===== src/dtoc_pkg.sv =====
// Package: constants and types for the converter trim and output control
package dtoc_pkg;
   localparam int NUM_CHAN = 4;
   // Register indices on the plain port
   localparam logic [3:0] ADDR_DATA0 = 4'h0;
   localparam logic [3:0] ADDR_OFFS0 = 4'h4;
   localparam logic [3:0] ADDR_FGAIN0 = 4'h8;
   localparam logic [3:0] ADDR_CGAIN0 = 4'hc;
   localparam logic [3:0] ADDR_FUNC = 4'h1;
   localparam logic [3:0] ADDR_STAT = 4'h2;
   // Function register field positions
   localparam int FUNC_GND_BIT = 0;
   localparam int FUNC_DIR0_BIT = 1;
   localparam int FUNC_DIR1_BIT = 2;
   localparam int FUNC_VAL0_BIT = 3;
   localparam int FUNC_VAL1_BIT = 4;
   // Reset values
   localparam logic [7:0] OFFS_RST = 8'h00;
   localparam logic [5:0] FGAIN_RST = 6'h00;
   localparam logic [1:0] CGAIN_RST = 2'h0;
   localparam logic [15:0] DATA_RST = 16'h0000;
   // Coarse range codes
   localparam logic [1:0] RANGE_10V = 2'h0;
   localparam logic [1:0] RANGE_10V26 = 2'h1;
   localparam logic [1:0] RANGE_10V53 = 2'h2;
   // Per-channel trim set
   typedef struct packed {
      logic [7:0] offs;
      logic [5:0] fgain;
      logic [1:0] cgain;
   } dtoc_trim_t;
   // Output clamp control states
   typedef enum logic [1:0] {
      CL_CLAMP = 2'b01,
      CL_RUN = 2'b10
   } dtoc_clamp_t;
endpackage


===== src/dac_trim_and_output_control.sv =====
// Top: register port, trims, I/O port and supply/reset output control
// Function
// - Offset trim eight bits, twos complement
// - Offset applies in eighth-LSB steps, sixteen LSB
// - Fine gain trim six bits, twos complement
// - Three selectable full-scale ranges per channel
// - Supply changing: clamp output, disconnect amp
// - Release only after stable supply, word
// - Reset request low clamps like brownout
// - Supply detector state driven to pin
// - Two I/O bits, independent direction each
// - Host sets outputs, reads input levels
// - Ground correction only while enable set
// - Direction resets input; writes ignored then
// - Gain minus32 to plus31, both ends
// - Range codes 00, 01, 10
//
// Implementation choices: the placing of the registers and the plain strobed port.
`timescale 1ns/1ps
`default_nettype none
module dac_trim_and_output_control
   import dtoc_pkg::*;
(
   input wire logic core_clk,
   input wire logic rst,
   input wire logic [3:0] regAddr,
   input wire logic [15:0] regWdata,
   input wire logic regWr,
   input wire logic regRd,
   output logic [15:0] regRdata,
   input wire logic supplyStable,
   input wire logic ext_reset_request_n,
   output logic supply_detect_out,
   input wire logic [NUM_CHAN*8-1:0] chanGndDelta,
   output logic [NUM_CHAN*16-1:0] analogOutCode,
   output logic [NUM_CHAN*2-1:0] rangeSel,
   output logic [NUM_CHAN-1:0] ampConnectGate,
   output logic [NUM_CHAN-1:0] groundClampGate,
   input wire logic [1:0] ioPortIn,
   output logic [1:0] ioPortOut,
   output logic [1:0] ioPortOe_n
);
   ////////////////////////////////////////////////////////////////////////
   // Register state
   dtoc_trim_t trim_r [NUM_CHAN]; // Per-channel trims
   logic gndEn_r; // Local ground correction enable
   logic [1:0] ioDir_r; // 1 = output
   logic [1:0] ioVal_r; // Output levels
   logic supplyOk; // Supplies stable and no reset request
   assign supplyOk = supplyStable && ext_reset_request_n;
   ////////////////////////////////////////////////////////////////////////
   // Trim registers, one set per channel
   genvar g;
   generate
      for (g = 0; g < NUM_CHAN; g++) begin : gChan
         logic wrData;
         assign wrData = regWr && (regAddr == ADDR_DATA0 + 4'(g) ||
                                   (g == 0 && 1'b0));
         always_ff @(posedge core_clk) begin
            if (rst) begin
               trim_r[g] <= '{OFFS_RST, FGAIN_RST, CGAIN_RST};
            end else if (regWr) begin
               if (regAddr == ADDR_OFFS0 + 4'(g)) begin
                  trim_r[g].offs <= regWdata[7:0];
               end
               if (regAddr == ADDR_FGAIN0 + 4'(g)) begin
                  trim_r[g].fgain <= regWdata[5:0];
               end
               if (regAddr == ADDR_CGAIN0 + 4'(g)) begin
                  trim_r[g].cgain <= regWdata[1:0];
               end
            end
         end
         dtoc_chan uChan (
            .core_clk(core_clk),
            .rst(rst),
            .supplyOk(supplyOk),
            .dataWr(wrData),
            .dataIn(regWdata),
            .trim(trim_r[g]),
            .gndEn(gndEn_r),
            .gndDelta(chanGndDelta[g*8 +: 8]),
            .codeOut(analogOutCode[g*16 +: 16]),
            .rangeOut(rangeSel[g*2 +: 2]),
            .ampConnect(ampConnectGate[g]),
            .groundClamp(groundClampGate[g])
         );
      end
   endgenerate
   ////////////////////////////////////////////////////////////////////////
   // Function register: ground enable, I/O direction and values
   always_ff @(posedge core_clk) begin
      if (rst) begin
         gndEn_r <= 1'b0;
         ioDir_r <= 2'b00;
         ioVal_r <= 2'b00;
      end else if (regWr && regAddr == ADDR_FUNC) begin
         gndEn_r <= regWdata[FUNC_GND_BIT];
         ioDir_r <= {regWdata[FUNC_DIR1_BIT], regWdata[FUNC_DIR0_BIT]};
         // Value of an input bit is ignored
         if (regWdata[FUNC_DIR0_BIT]) begin
            ioVal_r[0] <= regWdata[FUNC_VAL0_BIT];
         end
         if (regWdata[FUNC_DIR1_BIT]) begin
            ioVal_r[1] <= regWdata[FUNC_VAL1_BIT];
         end
      end
   end
   ////////////////////////////////////////////////////////////////////////
   // I/O pin drive; enable low while driving
   always_ff @(posedge core_clk) begin
      if (rst) begin
         ioPortOut <= 2'b00;
         ioPortOe_n <= 2'b11;
      end else begin
         ioPortOut <= ioVal_r;
         ioPortOe_n <= ~ioDir_r;
      end
   end
   // Supply detector output follows supplyStable alone, not the reset request
   always_ff @(posedge core_clk) begin
      if (rst) begin
         supply_detect_out <= 1'b0;
      end else begin
         supply_detect_out <= supplyStable;
      end
   end
   ////////////////////////////////////////////////////////////////////////
   // Read port: data the cycle after the strobe, zero otherwise
   logic [1:0] ioLevel;
   assign ioLevel = {ioDir_r[1] ? ioVal_r[1] : ioPortIn[1],
                     ioDir_r[0] ? ioVal_r[0] : ioPortIn[0]};
   always_ff @(posedge core_clk) begin
      if (rst) begin
         regRdata <= 16'h0000;
      end else if (regRd) begin
         regRdata <= 16'h0000;
         if (regAddr == ADDR_FUNC) begin
            regRdata[FUNC_GND_BIT] <= gndEn_r;
            regRdata[FUNC_DIR0_BIT] <= ioDir_r[0];
            regRdata[FUNC_DIR1_BIT] <= ioDir_r[1];
            regRdata[FUNC_VAL0_BIT] <= ioLevel[0];
            regRdata[FUNC_VAL1_BIT] <= ioLevel[1];
         end else if (regAddr == ADDR_STAT) begin
            regRdata[NUM_CHAN-1:0] <= ampConnectGate;
            regRdata[NUM_CHAN] <= supplyOk;
         end
         // Indices shared with the function and status words read those
         for (int i = 0; i < NUM_CHAN; i++) begin
            if (regAddr == ADDR_DATA0 + 4'(i) && regAddr != ADDR_FUNC &&
                regAddr != ADDR_STAT) begin
               regRdata <= analogOutCode[i*16 +: 16];
            end
            if (regAddr == ADDR_OFFS0 + 4'(i)) begin
               regRdata <= {8'h00, trim_r[i].offs};
            end
            if (regAddr == ADDR_FGAIN0 + 4'(i)) begin
               regRdata <= {10'h000, trim_r[i].fgain};
            end
            if (regAddr == ADDR_CGAIN0 + 4'(i)) begin
               regRdata <= {14'h0000, trim_r[i].cgain};
            end
         end
      end else begin
         regRdata <= 16'h0000;
      end
   end
   ////////////////////////////////////////////////////////////////////////
   a_input_ignores_val: assert property (@(posedge core_clk) disable iff (rst)
      (regWr && regAddr == ADDR_FUNC && !regWdata[FUNC_DIR0_BIT])
      |=> $stable(ioVal_r[0]))
      else $error("value of input bit changed on write");
   a_dir_to_oe: assert property (@(posedge core_clk) disable iff (rst)
      ioDir_r[1] |=> !ioPortOe_n[1])
      else $error("output bit not driven");
   a_reset_req_clamps: assert property (@(posedge core_clk)
      disable iff (rst)
      !ext_reset_request_n |-> ##2 (groundClampGate == 4'hf))
      else $error("reset request did not clamp");
   a_detect_out: assert property (@(posedge core_clk) disable iff (rst)
      ##1 supply_detect_out == $past(supplyStable))
      else $error("detector pin wrong");
   a_gnd_read: assert property (@(posedge core_clk) disable iff (rst)
      (regRd && regAddr == ADDR_FUNC) |=> regRdata[FUNC_GND_BIT] ==
      $past(gndEn_r))
      else $error("ground enable readback wrong");
endmodule
`default_nettype wire


===== src/dtoc_chan.sv =====
// Per-channel trimmed code and output gate control
`timescale 1ns/1ps
`default_nettype none
module dtoc_chan
   import dtoc_pkg::*;
(
   input wire logic core_clk,
   input wire logic rst,
   input wire logic supplyOk,
   input wire logic dataWr,
   input wire logic [15:0] dataIn,
   input wire dtoc_trim_t trim,
   input wire logic gndEn,
   input wire logic [7:0] gndDelta,
   output logic [15:0] codeOut,
   output logic [1:0] rangeOut,
   output logic ampConnect,
   output logic groundClamp
);
   ////////////////////////////////////////////////////////////////////////
   logic [15:0] data_r; // Last written code
   logic valid_r; // A word arrived since the last clamp
   dtoc_clamp_t state_r; // Clamp state
   // Eighth-LSB units: code*8 + offset + gain + ground; 22 bits signed
   logic signed [21:0] sum;
   logic signed [21:0] gainTerm;
   always_comb begin
      // Gain moves both ends; scale with sign of code, half step each end
      gainTerm = data_r[15] ? -(22'(signed'(trim.fgain)) <<< 2)
                            : (22'(signed'(trim.fgain)) <<< 2);
      sum = (22'(signed'(data_r)) <<< 3)
          + 22'(signed'(trim.offs))
          + gainTerm
          + (gndEn ? (22'(signed'(gndDelta)) <<< 3) : 22'sh0);
   end
   // Data capture
   always_ff @(posedge core_clk) begin
      if (rst) begin
         data_r <= DATA_RST;
      end else if (dataWr) begin
         data_r <= dataIn;
      end
   end
   // Clamp sequencing: supply loss or reset request clamps at once
   always_ff @(posedge core_clk) begin
      if (rst || !supplyOk) begin
         state_r <= CL_CLAMP;
         valid_r <= 1'b0;
      end else begin
         case (state_r)
            CL_CLAMP: begin
               // Release needs a fresh word after supplies settle
               if (dataWr) begin
                  state_r <= CL_RUN;
                  valid_r <= 1'b1;
               end
            end
            CL_RUN: begin
               state_r <= CL_RUN;
            end
            default: begin
               state_r <= CL_CLAMP;
            end
         endcase
      end
   end
   // Registered outputs, saturating the trimmed code
   always_ff @(posedge core_clk) begin
      if (rst) begin
         codeOut <= DATA_RST;
         rangeOut <= CGAIN_RST;
         ampConnect <= 1'b0;
         groundClamp <= 1'b1;
      end else begin
         if (sum > 22'sh03ffff) begin
            codeOut <= 16'h7fff;
         end else if (sum < -22'sh040000) begin
            codeOut <= 16'h8000;
         end else begin
            codeOut <= sum[18:3];
         end
         // Reserved range code 11 treated as default range
         rangeOut <= (trim.cgain == 2'h3) ? RANGE_10V : trim.cgain;
         ampConnect <= (state_r == CL_RUN) && valid_r && supplyOk;
         groundClamp <= !((state_r == CL_RUN) && valid_r && supplyOk);
      end
   end
   a_clamp_on_loss: assert property (@(posedge core_clk) disable iff (rst)
      !supplyOk |=> ##1 (groundClamp && !ampConnect))
      else $error("output not clamped after supply loss");
   a_release_needs_word: assert property (@(posedge core_clk)
      disable iff (rst)
      $rose(ampConnect) |-> $past(valid_r) || $past(dataWr, 2))
      else $error("output released without a data word");
   a_gates_exclusive: assert property (@(posedge core_clk) disable iff (rst)
      ampConnect != groundClamp)
      else $error("amp and clamp gates both in same state");
endmodule
`default_nettype wire


===== config.mk =====
export PLATFORM = sky130hd
export DESIGN_NAME = dac_trim_and_output_control
export DESIGN_NICKNAME = d
export VERILOG_FILES = /design/src/dtoc_pkg.sv /design/src/dac_trim_and_output_control.sv /design/src/dtoc_chan.sv
export SDC_FILE = /design/constraint.sdc
export NUM_CORES = 1
export LEC_CHECK = 0
export ABC_AREA = 1
export BUFFER_PORTS_ARGS = -buffer_cell sky130_fd_sc_hd__buf_2
export CAP_MARGIN = 15
export CORE_MARGIN = 8
export CORE_UTILIZATION = 45
export DETAILED_ROUTE_END_ITERATION = 12
export GPL_ROUTABILITY_DRIVEN = 0
export PLACE_DENSITY_LB_ADDON = 0.15
export SYNTH_ARGS = -nofsm -noshare
export SYNTH_HDL_FRONTEND = slang
export SYNTH_SLANG_ARGS = --single-unit

===== constraint.sdc =====
create_clock -name core_clk -period 6.55 [get_ports core_clk]
set_input_delay 1.31 -clock core_clk [delete_from_list [all_inputs] [get_ports core_clk]]
set_output_delay 1.31 -clock core_clk [all_outputs]
set_load 0.01 [all_outputs]

**Word level (Yosys, flattened, before mapping)**

Memories as Yosys holds them, arrays and structs flattened.
Cells that the tools add are included.

- Add/sub/neg operators: 16
- Muxes and demuxes: 106
- Magnitude comparators: 8
- Equal/unequal tests: 33
- Bitwise logic cells: 14
- Reduce and logical (&&, ||, !) cells: 46

Operators with widths:

| operator | number |
|---|---|
| $mux W16 | 17 |
| $add A22 B22 Y22 | 8 |
| $mux W22 | 8 |
| $gt A22 B19 Y1 const B | 4 |
| $lt A22 B19 Y1 const B | 4 |
| $neg A8 Y22 | 4 |
| $add A19 B8 Y20 | 4 |
| $mux W15 | 4 |
| $mux W1 | 52 |
| $mux W8 | 5 |
| $eq A4 B4 Y1 const B | 8 |
| $mux W6 | 5 |
| $logic_and A1 B1 Y1 | 21 |
| $mux W2 | 9 |
| $reduce_or A2 Y1 | 9 |
| $eq A2 B2 Y1 const B | 8 |
| $eq A4 B3 Y1 const B | 4 |
| $pmux W2 S2 | 4 |
| $or A1 B1 Y1 | 12 |
| $reduce_and A2 Y1 | 6 |
| $mux W5 | 2 |
| $eq A2 B1 Y1 const B | 4 |
| $eq A4 B2 Y1 const B | 2 |
| $ne A2 B1 Y1 const B | 4 |
| 11 further kinds | 15 |

- Register bits: 182
- Bits of input ports: 60
- Output and inout bits: 101
- Logic and storage cells: 267
- Memories: 1
- Bits in writable memories: 64

Memory list:

| memory | depth | bits a word | rd ports | clocked after Yosys merged registers in | wr ports | RTL line | source |
|---|---|---|---|---|---|---|---|
| trim_r | 4 | 16 | 4 | 0 | 4 | dac_trim_and_output_control.sv:45 | `dtoc_trim_t trim_r [NUM_CHAN];` |

**Depth between registers and ports, before layout**

- Word-level depth: 19
- Depth in mapped cells: 30
- Depth with buffers taken out: 29

**Hierarchy**

From an unflattened synthesis, not the netlist that was laid out.

- Cells, all modules: 2,468
- Area, all modules: 18,798.0 um2

By module, submodules not included:

| module | times used | seq. area each (um2) | cells each | area each (um2) |
|---|---|---|---|---|
| dac_trim_and_output_control | 1 | 2,442.3 | 461 | 4,072.7 |
| dtoc_chan at gChan[2].uChan | 1 | 780.7 | 503 | 3,708.6 |
| dtoc_chan at gChan[0].uChan | 1 | 780.7 | 496 | 3,684.8 |
| dtoc_chan at gChan[1].uChan | 1 | 780.7 | 495 | 3,684.8 |
| dtoc_chan at gChan[3].uChan | 1 | 780.7 | 513 | 3,647.2 |

**Worst setup path before layout**

Ideal clock, no wire load.

- Kind: input to register
- Start point: input port chanGndDelta[7]
- End point: register gChan[0].uChan.codeOut[10]
- Setup time: 0.113 ns
- Path slack: 2.549 ns
- Arrival: 3.887 ns
- Buffers on the path: 1
- Data required time: 6.437 ns
- Stages on the path: 17
- Cell sequence: nand2_1 inv_1 fa_1 ha_1 nand2_1 inv_1 nand2_1 nand2_1 a21oi_1 nand3_2 nand2_2 nand2_1 nor2_2 nor2_4 nand2_4 buf_6 nand2_1

- Longest elaborated chain between the ends: 5
- Elaborated cells between the ends (all ways): 6
- Those cells by class: add/sub: 1; order compare: 2; mux: 3

Ends and longest elaborated chain:

| element | RTL line | source |
|---|---|---|
| from (decl) | dac_trim_and_output_control.sv:34 | `input wire logic [NUM_CHAN*8-1:0] chanGndDelta,` |
| $mux W22 (*) | dtoc_chan.sv:34 | `+ (gndEn ? (22'(signed'(gndDelta)) <<< 3) : 22'sh0);` |
| $add A22 B22 Y22 (*) | dtoc_chan.sv:34 |  |
| $lt A22 B19 Y1 | dtoc_chan.sv:77 | `end else if (sum < -22'sh040000) begin` |
| $mux W16 | dtoc_chan.sv:77 |  |
| $mux W15 (*) | dtoc_chan.sv:75 | `if (sum > 22'sh03ffff) begin` |
| to (signal assigned) | dtoc_chan.sv:80 | `codeOut <= sum[18:3];` |
| to (decl) | dtoc_chan.sv:15 | `output logic [15:0] codeOut,` |

Mark *: on every way between the ends. The rest lies on a longest branch, timed or not.
A chain may end at the register's enable or synchronous reset.

==> results.toml <==
[outcome]
outcome = "finished clean"

[timing]
skew_ps = 24.01
grt_setup_unrepaired = "false"
min_period_over_period = 0.6965
hold_violations = 0
min_period_ps = 4562
max-slew-margin-rel = 0.2191
drv_slew = 0
tightestPinTransition_ps = 1159
setup_viol_count_final = 0
setup_tns_ps = 0
fmax_mhz = 219.2

[cts]
clock-sinks = 243
cts_max_level = 1
cts_tree = "built"
clk_latency_ps = 570
post_cts_resized = 0
cts_setup_buffers = 0
clockBufferDepth = 3
clk_pin_slew_ps = 60
ctsRootBufferMaster = "clkbuf_16"
cts_hold_buf = 0
numCtsBuffers = 28

[routing]
wl_per_cell_um = 16.75
drt_iter0_drc = 1366
wl_um = 60100
dr.pass1.iters = 6
via_per_inst = 5.144
ant_nets = 0
drc_errors = 0
route.vias.total = 18450

[setup_path]
rrSetupSlack_ps = 1990
rr_worst_depth = 24
cp_common_cell = "nand2_1"
timing.rr.start = "trim_r[2][15]$_SDFFCE_PN0P_"
crit_required_ps = 7040
cp-start-kind = "register"
slowest_delay_ps = 630
cp_slowest_cell = "edfxtp_1"
cp_max_fo = 14
endpoint_kind = "register"
crit_arrival_ps = 5050
rr_endpoint = "gChan[2].uChan.codeOut[0]$_SDFF_PP0_"
crit_type = "reg2reg"
crit_chain = "ha_1 -> inv_1 -> nor3_1 -> nand3_1 -> nand3_1 -> nand3_1 -> nand2_1 -> nand3_1 -> a22oi_1 -> inv_1 -> fa_1 -> ha_1 -> nand2_1 -> nor2_1 -> nand2_1 -> nor2_1 -> nand2_1 -> nand3_1 -> nand2_1 -> nand2_1 -> nand2_1 -> nand2_2 -> nand2_1 -> nor2_1"

[die]
dieWidth_um = 227.0
die_area_um2 = 51520
initial_core_util = 0.4540
io_pins = 161
rows = 77
core_area_um2 = 44120
die_h_um = 227.0

[cells_and_area]
layout.cells.non_filler = 3587
fin_area_um2 = 22200
fin_nets = 3283
area.growth.synth_to_final_pct = 10.81
drive_gt1_frac = 0.09756

[worst_hold_path]
holdPathEnd = "gChan[3].uChan.groundClamp$_SDFF_PP1_"
hold_class = "reg2reg"
min_from = "gChan[3].uChan.valid_r$_SDFFE_PP0P_"
hold_depth = 1

[power_and_ir_drop]
vdd_drop_max_mv = 0.2264
total_power_uw = 5716
power_density_nw_per_um2 = 257.5
power.leakage_uw = 0.01190

[global_route]
grt_pass1_wl_um = 94500
grt_start_max_net_pins = 102
grt_pass1_vias = 17570
antenna_found_initial = 3
overflow = 0
grt_usage = 0.2294

[logic_synthesis]
synth_top_family_by_area = "simple AND/OR/NAND/NOR gates"
synth_edf_count = 64
ys_ff_latch = 243
syn_area_per_cell_um2 = 7.061
ys_seq_area_frac = 0.2748
synth_compound_area_frac = 0.1034
ys.flop_type = "dfxtp_1"
synthXorXnorAreaFrac = 0.05072
syn_nets = 3149
ys_warn_count = 0
synth_mux_area_frac = 0
syn-instance-count = 2837
yosys.area_share.adder = 0.1874
synth.distinct_cells = 48
synth_area_um2 = 20030
async_flop_share = 0
synth-simple-area-share = 0.2790

[place]
dp_cells = 3530
placed_area_um2 = 21260
io_buffers = 160
dp_hpwl_um = 47810

[flow_run]
max_cap_viol_count = 0
-- cells in the final DEF (no fill, tap or decap), drive strengths merged --
master,count
a21o,6
a21oi,198
a221oi,3
a22o,8
a22oi,3
a31oi,1
and3,4
buf,165
bufinv,1
clkbuf,44
clkinv,7
clkinvlp,1
dfxtp,179
diode,2
edfxtp,64
fa,80
ha,172
inv,466
nand2,790
nand3,133
nand3b,33
nand4,21
nor2,286
nor3,36
nor3b,5
nor4,1
o2111ai,1
o211ai,3
o21a,9
o21ai,137
o21bai,7
o22ai,3
o311ai,1
o31ai,5
or2,4
xnor2,35
xor2,81
-- through the flow --
step | hold WS, ps | utilization | worst slack [ps]
4_1_cts | 451.3 | 0.5026 | 1993
3_3_place_gp | 433.5 | 0.4818 | 1948
3_5_place_dp | 431.7 | 0.4818 | 1885
6_report | 449.8 | 0.5031 | 1988
2_1_floorplan | 404.6 | - | 2549
5_1_grt | 477.4 | 0.5030 | 1422
-- critical path: cells and delay by family, from the launching register on --
family / cells / cell delay, ps
and+or+nand+nor: 18 / 2170
AOI/OAI and AO/OA: 1 / 150
adders and majority gates: 3 / 1310
DFF: 1 / 630
buffers and inverters: 2 / 220
-- flip-flops by register name, summed over array words and instances (netlist names), 4 cells and up --
register	flops
gChan.uChan.data_r	63
gChan.uChan.rangeOut	8
gChan.uChan.state_r	8
trim_r	64
gChan.uChan.groundClamp	4
regRdata	16
gChan.uChan.codeOut	64
gChan.uChan.valid_r	4
gChan.uChan.ampConnect	4
-- power by group --
part,internal [µW],switching [µW]
sequential,1770,150
combinational,788,1430
clock,920,658
-- routing by layer --
| metal | vias up | GRT usage | wire length [µm] |
|---|---|---|---|
| met5 | - | 0 | 0 |
| met4 | 0 | 0.06498 | 1648 |
| met3 | 81 | 0.03220 | 3847 |
| met2 | 489 | 0.3839 | 27630 |
| met1 | 8629 | 0.3072 | 26970 |
| li1 | 9254 | - | - |
-- cells by family after synthesis --
| group | after synthesis |
|---|---|
| AND/OR/NAND/NOR | 1313 |
| buffers and inverters | 528 |
| AO/OA/AOI/OAI | 385 |
| adder cells (fa/ha/maj) | 252 |
| flip-flops | 243 |
| XOR/XNOR | 116 |
-- worst max path at each step --
stage	startpoint	to	slack (ps)	cells past startpoint
after global placement	chanGndDelta[23]	gChan[2].uChan.codeOut[0]$_SDFF_PP0_	1950	17
after detailed placement	chanGndDelta[23]	gChan[2].uChan.codeOut[0]$_SDFF_PP0_	1890	17
after global routing	trim_r[2][15]$_SDFFCE_PN0P_	gChan[2].uChan.codeOut[0]$_SDFF_PP0_	1420	24
final	trim_r[2][15]$_SDFFCE_PN0P_	gChan[2].uChan.codeOut[0]$_SDFF_PP0_	1990	24
after CTS	trim_r[2][15]$_SDFFCE_PN0P_	gChan[2].uChan.codeOut[0]$_SDFF_PP0_	1990	23
after floorplan	chanGndDelta[7]	gChan[0].uChan.codeOut[10]$_SDFF_PP0_	2550	17
-- synth_stat cells, types with 35 or more instances --
| cell | count | area (µm²) |
|---|---|---|
| nand2_1 | 756 | 2838 |
| fa_1 | 80 | 1602 |
| xor2_1 | 81 | 709.4 |
| inv_1 | 451 | 1693 |
| dfxtp_1 | 179 | 3583 |
| o21ai_0 | 137 | 685.7 |
| edfxtp_1 | 64 | 1922 |
| a21oi_1 | 196 | 980.9 |
| ha_1 | 172 | 2152 |
| nor2_1 | 264 | 991.0 |
| nand3_1 | 131 | 655.6 |
| xnor2_1 | 35 | 306.5 |
-- area by class of cell --
cell class	instances	area (µm²)
clock inverter	10	85.08
fill	4526	21930
clock buffer	42	835.8
inverter	465	1750
sequential	243	5507
timing repair buffer	167	845.8
tap	592	740.7
antenna	2	5.005
multi-input combinational	2066	12430
No activity file was read; power rests on OpenSTA's default activity.
